## src/design/dsc_pkg.sv

```systemverilog
`default_nettype none
package dsc_pkg;
    // Scan chain numbers as selected by the test port
    localparam logic [4:0] DSC_CHAIN_ICTAG = 5'h04;
    localparam logic [4:0] DSC_CHAIN_DCTAG = 5'h05;
    localparam logic [4:0] DSC_CHAIN_SCC = 5'h0F;
    // Coprocessor frame layout
    localparam int DSC_SCC_LEN = 39;
    localparam int DSC_SCC_RW_BIT = 38;
    localparam int DSC_SCC_AHI_BIT = 37;
    localparam int DSC_SCC_SIDE_BIT = 32;
    // Tag frame layout
    localparam int DSC_TAG_LEN = 29;
    localparam int DSC_TAG_VALID_BIT = 28;
    localparam int DSC_TAG_DIRTY_BIT = 27;
    localparam int DSC_TAG_W = 27;
    localparam int DSC_IDX_W = 7;
    localparam int DSC_SEG_W = 6;
    // Register numbers in address bits 36:33
    localparam logic [3:0] DSC_REG_FLUSH = 4'h7;
    // Status bit of flush pseudo register
    localparam int DSC_FLUSH_BIT = 31;
    // Reset value of stored words
    localparam logic [31:0] DSC_WORD_RST = 32'h0000_0000;
    // Number of coprocessor register slots (6-bit address space)
    localparam int DSC_NREG = 64;

    // Decoded coprocessor access request
    typedef struct packed {
        logic write;
        logic [5:0] addr;
        logic [31:0] data;
    } dsc_scc_req_s;

    // Tag entry address as carried to the cache
    typedef struct packed {
        logic [DSC_IDX_W-1:0] index;
        logic [DSC_SEG_W-1:0] segment;
    } dsc_tag_addr_s;

    // Tag entry contents as returned by the cache
    typedef struct packed {
        logic valid;
        logic dirty;
        logic [DSC_TAG_W-1:0] tag;
    } dsc_tag_entry_s;

    // TAP controller states that matter here
    typedef enum logic [3:0] {
        DSC_ST_IDLE = 4'b0001,
        DSC_ST_CAPTURE = 4'b0010,
        DSC_ST_SHIFT = 4'b0100,
        DSC_ST_UPDATE = 4'b1000
    } dsc_tap_e;
endpackage : dsc_pkg
`default_nettype wire

```

## src/design/dsc_sync.sv

```systemverilog
`default_nettype none
// Three-stage synchroniser; output is the agreed level of stages 2 and 3
module dsc_sync
    import dsc_pkg::*;
(
    // Clock and reset
    input wire logic mclk_i,
    input wire logic nrst_i,
    // Asynchronous level in, filtered level out
    input wire logic async_i,
    output logic level_o
);
    logic s1; // First stage, read only by s2
    logic s2;
    logic s3;

    // Shift chain; level moves only when stages 2 and 3 agree
    always_ff @(posedge mclk_i)
    begin
        if (!nrst_i)
        begin
            s1 <= 1'b0;
            s2 <= 1'b0;
            s3 <= 1'b0;
            level_o <= 1'b0;
        end
        else
        begin
            s1 <= async_i;
            s2 <= s1;
            s3 <= s2;
            if (s2 == s3)
                level_o <= s3;
        end
    end
endmodule : dsc_sync
`default_nettype wire

```

## src/design/dsc_top.sv

```systemverilog
`default_nettype none
module dsc_top
    import dsc_pkg::*;
(
    // Core clock and reset
    input wire logic mclk_i,
    input wire logic nrst_i,
    // Test port pins, asynchronous to mclk_i
    input wire logic tck_i,
    input wire logic tdi_i,
    input wire logic shift_dr_i,
    input wire logic capture_dr_i,
    input wire logic update_dr_i,
    input wire logic [4:0] chain_sel_i,
    output logic tdo_o,
    // Core side status
    input wire logic debug_state_i,
    input wire logic cache_enable_i,
    // Instruction cache flush handshake
    output logic instr_flush_req_o,
    input wire logic instr_flush_done_i,
    // Tag array access
    output logic tag_rd_o,
    output logic tag_rd_data_o,
    output dsc_tag_addr_s tag_addr_o,
    input wire dsc_tag_entry_s tag_entry_i,
    input wire logic tag_ack_i,
    // Uncached load route marker for memory system
    output logic ext_mem_sel_o
);
    logic tck_s, tdi_s, shdr_s, capdr_s, upddr_s;
    logic tck_q; // Previous synchronised clock level
    logic tck_rise;
    logic [DSC_SCC_LEN-1:0] shreg; // Shared shift register
    logic [31:0] regs [DSC_NREG]; // Coprocessor register store
    logic flush_pending;
    logic tag_wait;
    dsc_tap_e tap_st;
    dsc_scc_req_s req;

    // Test port pins other than chain_sel_i pass four flops each
    dsc_sync u_tck (.mclk_i(mclk_i), .nrst_i(nrst_i), .async_i(tck_i),
        .level_o(tck_s));
    dsc_sync u_tdi (.mclk_i(mclk_i), .nrst_i(nrst_i), .async_i(tdi_i),
        .level_o(tdi_s));
    dsc_sync u_sh (.mclk_i(mclk_i), .nrst_i(nrst_i), .async_i(shift_dr_i),
        .level_o(shdr_s));
    dsc_sync u_cap (.mclk_i(mclk_i), .nrst_i(nrst_i),
        .async_i(capture_dr_i), .level_o(capdr_s));
    dsc_sync u_upd (.mclk_i(mclk_i), .nrst_i(nrst_i),
        .async_i(update_dr_i), .level_o(upddr_s));

    // Is this 6-bit address a mapped register slot?
    function automatic logic mapped(input logic [5:0] a);
        if (a[5])
            mapped = 1'b1;
        else
            unique case (a[4:1])
                4'h0, 4'h1, 4'h3, 4'hF: mapped = !a[0];
                4'h2, 4'h5, 4'h9: mapped = 1'b1;
                default: mapped = 1'b0;
            endcase
    endfunction : mapped

    // Flush pseudo register address, instruction side
    function automatic logic is_flush(input logic [5:0] a);
        is_flush = !a[5] && a[4:1] == DSC_REG_FLUSH && a[0];
    endfunction : is_flush

    assign tck_rise = tck_s && !tck_q;
    assign req.write = shreg[DSC_SCC_RW_BIT];
    assign req.addr = shreg[DSC_SCC_AHI_BIT:DSC_SCC_SIDE_BIT];
    assign req.data = shreg[31:0];

    // Edge finder on the sampled test clock
    always_ff @(posedge mclk_i)
    begin
        if (!nrst_i)
            tck_q <= 1'b0;
        else
            tck_q <= tck_s;
    end

    // Coarse phase tracker, mainly for observation
    always_ff @(posedge mclk_i)
    begin
        if (!nrst_i)
            tap_st <= DSC_ST_IDLE;
        else if (tck_rise)
        begin
            if (capdr_s)
                tap_st <= DSC_ST_CAPTURE;
            else if (shdr_s)
                tap_st <= DSC_ST_SHIFT;
            else if (upddr_s)
                tap_st <= DSC_ST_UPDATE;
            else
                tap_st <= DSC_ST_IDLE;
        end
    end

    // Capture, shift, and tag-entry load share one register
    always_ff @(posedge mclk_i)
    begin
        if (!nrst_i)
            shreg <= '0;
        else if (tag_wait && tag_ack_i)
        begin
            // Reading format replaces the address frame
            shreg <= '0;
            shreg[DSC_TAG_VALID_BIT] <= tag_entry_i.valid;
            shreg[DSC_TAG_DIRTY_BIT] <= tag_rd_data_o
                && tag_entry_i.dirty;
            shreg[DSC_TAG_W-1:0] <= tag_entry_i.tag;
        end
        else if (tck_rise && capdr_s && chain_sel_i == DSC_CHAIN_SCC)
        begin
            // Reads return the addressed word; unmapped gives zero
            if (!shreg[DSC_SCC_RW_BIT])
            begin
                if (is_flush(req.addr))
                    shreg[31:0] <= {flush_pending, 31'h0};
                else if (mapped(req.addr))
                    shreg[31:0] <= regs[req.addr];
                else
                    shreg[31:0] <= 32'h0000_0000;
            end
        end
        else if (tck_rise && shdr_s)
        begin
            // Shift toward bit 0; tag chains are 29 bits long
            if (chain_sel_i == DSC_CHAIN_SCC)
                shreg <= {tdi_s, shreg[DSC_SCC_LEN-1:1]};
            else
                shreg <= {10'h000, tdi_s,
                    shreg[DSC_TAG_LEN-1:1]};
        end
    end

    // Register writes on update of a write frame
    always_ff @(posedge mclk_i)
    begin
        if (!nrst_i)
            for (int i = 0; i < DSC_NREG; i++)
                regs[i] <= DSC_WORD_RST;
        else if (tck_rise && upddr_s && chain_sel_i == DSC_CHAIN_SCC
                 && debug_state_i && req.write
                 && mapped(req.addr) && !is_flush(req.addr))
            regs[req.addr] <= req.data;
    end

    // Flush request: set by write, held until the cache reports done
    always_ff @(posedge mclk_i)
    begin
        if (!nrst_i)
            flush_pending <= 1'b0;
        else if (tck_rise && upddr_s && chain_sel_i == DSC_CHAIN_SCC
                 && debug_state_i && req.write && is_flush(req.addr))
            flush_pending <= 1'b1;
        else if (instr_flush_done_i)
            flush_pending <= 1'b0;
    end

    // Tag read request after an addressing scan on chain 4 or 5
    always_ff @(posedge mclk_i)
    begin
        if (!nrst_i)
        begin
            tag_wait <= 1'b0;
            tag_rd_o <= 1'b0;
            tag_rd_data_o <= 1'b0;
            tag_addr_o <= '0;
        end
        else if (tck_rise && upddr_s && debug_state_i && !tag_wait
                 && (chain_sel_i == DSC_CHAIN_ICTAG
                     || chain_sel_i == DSC_CHAIN_DCTAG))
        begin
            tag_wait <= 1'b1;
            tag_rd_o <= 1'b1;
            tag_rd_data_o <= chain_sel_i == DSC_CHAIN_DCTAG;
            tag_addr_o.index <= shreg[28:22];
            tag_addr_o.segment <= shreg[5:0];
        end
        else
        begin
            tag_rd_o <= 1'b0;
            if (tag_ack_i)
                tag_wait <= 1'b0;
        end
    end

    // Outputs from flops
    always_ff @(posedge mclk_i)
    begin
        if (!nrst_i)
        begin
            tdo_o <= 1'b0;
            instr_flush_req_o <= 1'b0;
            ext_mem_sel_o <= 1'b0;
        end
        else
        begin
            tdo_o <= shreg[0];
            instr_flush_req_o <= flush_pending;
            ext_mem_sel_o <= !cache_enable_i;
        end
    end

    // Checks
    a_flush_set: assert property (
        @(posedge mclk_i) disable iff (!nrst_i)
        (tck_rise && upddr_s && chain_sel_i == DSC_CHAIN_SCC && debug_state_i
         && req.write && is_flush(req.addr)) |=> flush_pending)
        else $error("flush not started");
    a_flush_req: assert property (
        @(posedge mclk_i) disable iff (!nrst_i)
        flush_pending |=> instr_flush_req_o)
        else $error("flush request not shown");
    a_flush_clear: assert property (
        @(posedge mclk_i) disable iff (!nrst_i)
        (instr_flush_done_i && !(tck_rise && upddr_s)) |=> !flush_pending)
        else $error("flush not cleared");
    a_ictag_dirty: assert property (
        @(posedge mclk_i) disable iff (!nrst_i)
        (tag_wait && tag_ack_i && !tag_rd_data_o)
        |=> !shreg[DSC_TAG_DIRTY_BIT])
        else $error("instruction tag dirty nonzero");
    a_tag_valid: assert property (
        @(posedge mclk_i) disable iff (!nrst_i)
        (tag_wait && tag_ack_i) |=>
        shreg[DSC_TAG_VALID_BIT] == $past(tag_entry_i.valid))
        else $error("valid bit wrong");
    a_tag_index: assert property (
        @(posedge mclk_i) disable iff (!nrst_i)
        tag_rd_o |-> tag_addr_o.index == $past(shreg[28:22]))
        else $error("tag index wrong");
    a_tag_chain: assert property (
        @(posedge mclk_i) disable iff (!nrst_i)
        $rose(tag_rd_o) |-> $past(chain_sel_i == DSC_CHAIN_ICTAG
        || chain_sel_i == DSC_CHAIN_DCTAG))
        else $error("tag read from wrong chain");
    a_unmapped_zero: assert property (
        @(posedge mclk_i) disable iff (!nrst_i)
        (tck_rise && capdr_s && chain_sel_i == DSC_CHAIN_SCC
         && !tag_wait && !shreg[38] && !mapped(req.addr)
         && !is_flush(req.addr)) |=> shreg[31:0] == 32'h0000_0000)
        else $error("unmapped read nonzero");
    a_ext_mem: assert property (
        @(posedge mclk_i) disable iff (!nrst_i)
        !cache_enable_i |=> ext_mem_sel_o)
        else $error("external memory not selected");
    // Flush lasts far longer than a bounded window, so watch its end
    c_flush: cover property (@(posedge mclk_i) $fell(flush_pending));
    c_tap_update: cover property (@(posedge mclk_i)
        tap_st == DSC_ST_UPDATE);
    c_tag_read: cover property (@(posedge mclk_i) tag_wait && tag_ack_i);
    c_write: cover property (@(posedge mclk_i) tck_rise && upddr_s
        && req.write && chain_sel_i == DSC_CHAIN_SCC);
endmodule : dsc_top
`default_nettype wire

```

## config.mk

```make
export PLATFORM = sky130hd
export DESIGN_NAME = dsc_top
export DESIGN_NICKNAME = d
export VERILOG_FILES = /design/src/design/dsc_pkg.sv /design/src/design/dsc_sync.sv /design/src/design/dsc_top.sv
export SDC_FILE = /design/constraint.sdc
export NUM_CORES = 2
export LEC_CHECK = 0
export ABC_AREA = 0
export BUFFER_PORTS_ARGS = -buffer_cell sky130_fd_sc_hd__buf_2
export CORE_ASPECT_RATIO = 0.75
export CORE_MARGIN = 5
export CORE_UTILIZATION = 65
export DETAILED_ROUTE_END_ITERATION = 16
export HOLD_SLACK_MARGIN = 0.1
export PLACE_DENSITY = 0.81
export SKIP_LAST_GASP = 1
export SYNTH_ARGS = -nofsm -noshare
export SYNTH_HDL_FRONTEND = slang
export SYNTH_SLANG_ARGS = --single-unit
```

## constraint.sdc

```tcl
create_clock -name mclk_i -period 9.7 [get_ports mclk_i]
set_input_delay 1.94 -clock mclk_i [delete_from_list [all_inputs] [get_ports mclk_i]]
set_output_delay 1.94 -clock mclk_i [all_outputs]
set_load 0.005 [all_outputs]
```

# Word level (Yosys, flattened, before mapping)
# Memories as Yosys holds them, arrays and structs flattened. A register that Yosys moved wholly into a read port is not among the register bits.
# Cells that the tools add are included.
op_classes:
  eq_ne: 17
  mux: 29
  n_bitwise: 2
  reduce_logical: 37
ops:
  columns: ["cell", "count"]
  rows:
  - ["$mux 32", 5]
  - ["$mux 39", 2]
  - ["$reduce_or 32->1", 1]
  - ["$mux 29", 1]
  - ["$logic_and 1x1->1", 18]
  - ["$mux 6", 3]
  - ["$mux 1", 17]
  - ["$eq 5x3->1 const B", 2]
  - ["$eq 4x2->1 const B", 2]
  - ["$eq 4x3->1 const B", 2]
  - ["$eq 4x4->1 const B", 2]
  - ["$logic_not 1->1", 6]
  - ["$reduce_and 2->1", 3]
  - ["$reduce_bool 2->1", 3]
  - ["$eq 1x1->1", 5]
  - ["$eq 5x4->1 const B", 1]
  - ["$eq 4x1->1 const B", 1]
  - ["$logic_not 4->1", 1]
  - ["$reduce_or 4->1", 1]
  - ["$ne 3x3->1 const B", 1]
  - ["$reduce_bool 3->1", 1]
  - ["$reduce_or 3->1", 1]
  - ["$ne 2x2->1 const B", 1]
  - ["$not 1->1", 2]
  - ["3 further kinds", 3]
totals:
  register_bits: 80
  ram_bits: 2048
  inputBits: 45
  out_inout_bits: 18
  memories: 1
memory_table:
  columns: ["memory", "depth", "word_bits", "rd", "rd_ports_with_merged_regs", "wr", "line", "source"]
  rows:
  - ["regs", 64, 32, 1, 1, 64, "dsc_top.sv:35", "logic [31:0] regs [DSC_NREG];"]

# Longest topological paths before layout
logic_depth:
  ltp_word: 14
  depth_mapped: 13
  depth_no_buf: 7

# By module
# Synthesis repeated with hierarchy kept, for this count alone.
hier_totals:
  cells_unflattened: 5525
  hier_area_um2: 92002.0
modules_own_cells:
  columns: ["mod", "n_inst", "cells_each", "area_per_inst_um2", "seq_area_each_um2"]
  rows:
  - ["dsc_top", 1, 5475, 91420.2, 62820.2]
  - ["dsc_sync", 5, 10, 116.4, 80.1]

# Least setup slack after synthesis
# OpenSTA, ideal clock, no wires.
synth_path:
  kind: "input to register"
  from: "input chain_sel_i[4]"
  to: "memory regs[10][0] (enable)"
  setup_ns: 0.466
  arrival_ns: 5.502
  setup_slack_ns: 3.733
  path_stages: 6
  path_cell_list: "and2b_1 -> and4_1 -> clkbuf_1 -> nand3_1 -> or4b_1 -> o21ai_0"
synth_lines:
  columns: ["item", "line", "source"]
  rows:
  - ["from (decl)", "dsc_top.sv:14", "input wire logic [4:0] chain_sel_i,"]
  - ["to (decl)", "dsc_top.sv:35", null]

==> results.sh <==
export IMPL_outcome="complete, no violations"
export IMPL_largest_reg_flops=2048
export IMPL_worst_pin_slew_ps=1380
export IMPL_die_w_um=443
export IMPL_vias=54800
export IMPL_layout_min_cycle_time_ps=5150
export IMPL_netlist_instances=5574
export IMPL_start_util_pct=65.3
export IMPL_regMostFlops="regs"
export IMPL_cts_setup_buffers=0
export IMPL_place_area_um2=96700
export IMPL_report_power_total_mw=18.9
export IMPL_combPwrFrac_pct=3.5
export IMPL_rows=119
export IMPL_path_max_fanout=103
export IMPL_cts_tree="built"
export IMPL_fmax_ghz=0.194
export IMPL_hold_violations=0
export IMPL_drt_total_wl_um=274000
export IMPL_finalSetupViolCount=0
export IMPL_ys_ff_latch=2134
export IMPL_hp_class="reg -> reg"
export IMPL_synth_edf_count=2048
export IMPL_core_area_um2=140000
export IMPL_synth_top_cell_area_share_pct=67.2
export IMPL_ir_drop_uv=154
export IMPL_grt_first_pass_wirelength_um=388000
export IMPL_leakage_nw=35.4
export IMPL_numCtsBuffers=191
export IMPL_fin_worst_skew_ps=43.1
export IMPL_drc=0
export IMPL_yosys_area_top_type="edfxtp_1"
export IMPL_antenna_left=0
export IMPL_switching_share_pct=21.0
export IMPL_cts_path_max_buffers=3
export IMPL_cp_arrival_ps=5920
export IMPL_grt_start_max_net_pins=104
export IMPL_dp_hpwl_um=162000
export IMPL_power_internal_mw=14.9
export IMPL_power_switching_mw=3.98
export IMPL_async_flop_share_pct=0
export IMPL_grtUsageTotal_pct=37.1
export IMPL_first_pass_iters=6
export IMPL_seqCellArea_um2=63300
export IMPL_gp_congestion=0.973
export IMPL_syn_avg_cell_area_um2=16.4
export IMPL_ys_seq_area_share_pct=69.1
export IMPL_startpoint_type="flop"
export IMPL_die_h_um=335
export IMPL_cts_sinks=2134
export IMPL_final_util_pct=73.3
export IMPL_dieArea_um2=148000
export IMPL_via_per_inst=6.64
export IMPL_required_ps=10470
export IMPL_seq_power_share_pct=57.0
export IMPL_multiInputGateArea_um2=29100
export IMPL_gr_total_overflow=0
export IMPL_crit_type="reg -> reg"
export IMPL_timing_hold_ws_ps=429
export IMPL_cts_hold_buf=0
export IMPL_cts_resized=0
export IMPL_maxCapViolCount=0
export IMPL_io_pins=63
export IMPL_synth_area_leaders="edfxtp_1 67%, mux4_2 12%, and2_1 9.4%"
export IMPL_drtIter0Drc=9482
export IMPL_synthToLayoutAreaGrowth_pct=12.3
export IMPL_htreeDepth=4
export IMPL_antenna_found_initial=34
export IMPL_clock_root_buffer="clkbuf_16"
export IMPL_path_clk_slew_ps=70
export IMPL_layout_common_cells="2048 x edfxtp_1, 1373 x and2_1, 704 x conb_1"
export IMPL_fin_tns_setup_ps=0
export IMPL_stdcell_area_um2=103000
export IMPL_drive_gt1_share_pct=17.8
export IMPL_yosysUniqueCellTypes=63
export IMPL_insertion_delay_ps=850
export IMPL_pwr_share_clk_pct=39.5
export IMPL_n_fill_cell=8143
export IMPL_grt_pass1_vias=54000
export IMPL_final_common_cell="edfxtp_1"
export IMPL_end_kind="flop"
export IMPL_rsz0062_at_grt="false"
export IMPL_synth_area_um2=91500
export IMPL_slew_limit_headroom_pct=7.96
export IMPL_min_period_over_period_pct=53.1
export IMPL_powerDensity_nw_per_um2=184
export IMPL_portBuffers=62
export IMPL_nNetsFinal=6261
export IMPL_final_max_slew_violation_count=0
export IMPL_wl_per_cell_um=33.2
export IMPL_yosys_warnings=0
export IMPL_ys_flop_type="edfxtp_1"
## layout make-up
cell class | count | area share (%)
Clock inverter | 102 | 0.776
Timing Repair Buffer | 253 | 1.80
Antenna cell | 10 | 0.0244
Tap cell | 1875 | 2.28
Sequential cell | 2134 | 61.6
Clock buffer | 250 | 5.10
Multi-Input combinational cell | 3606 | 28.3
Inverter | 30 | 0.112
## worst paths after layout
| kind | startpoint | end | slack [ps] | depth (start not counted) |
|---|---|---|---|---|
| worst max-delay path | flop | req[26] | 4550 | 9 |
| worst min-delay path | u_sh.s1 | u_sh.s2 | 430 | 1 |
| worst max register to register | flop | req[26] | 4550 | 9 |
| worst min register to register | u_sh.s1 | u_sh.s2 | 430 | 1 |
## worst max-delay path: stages, from the launching register on
cell and delay (ps):
dfxtp_4 700, buf_12 550, buf_12 610, buf_4 650, mux4_2 350, o32ai_1 120, o21ai_0 970, o21ai_0 270
or3_1 410, a21oi_1 160
## metrics by stage
| stage | setup slack (ps) | std cells |
|---|---|---|
| CTS | 4840 | 8250 |
| finish | 4550 | 8260 |
| detailed placement | 4180 | 7898 |
| global route | 4530 | 8251 |
| floorplan | 3730 | 6277 |
| global placement | 4320 | 7898 |
## synth_stat cells (all sizes together), types with 72 or more instances
cell type	n
dfxtp	86
and2	1375
buf	151
a21oi	107
o21ai	94
clkbuf	356
nand2	174
mux2i	124
a22oi	72
edfxtp	2048
mux4	478
nor2	110
## per-layer routing
layer	wire [um]	global-route usage [%]
met5	221	0.667
met4	19300	21.0
met3	45100	14.2
met2	118000	53.3
met1	91100	49.4
## kinds of logic (layout without fill, tap and decap cells)
family          count (synthesis)  count (layout)  synth area share [%]
mux                           615             615                  13.3
other cells                     1             714               0.00410
compound gates                455             455                  3.30
simple gates                 1832            1832                  11.7
buf+inv                       537             635                  2.62
flops                        2134            2134                  69.1
## power by group through the flow
stage                     clock [mW]  combinational (mW)  sequential (mW)
after global routing            7.86               0.678             10.8
after global placement             0               0.609             10.9
final                           7.47               0.654             10.8
after floorplan                    0               0.359             10.9
after CTS                       7.46               0.626             10.8
after detailed placement           0               0.621             11.0
(Power assumes the default switching activity.)
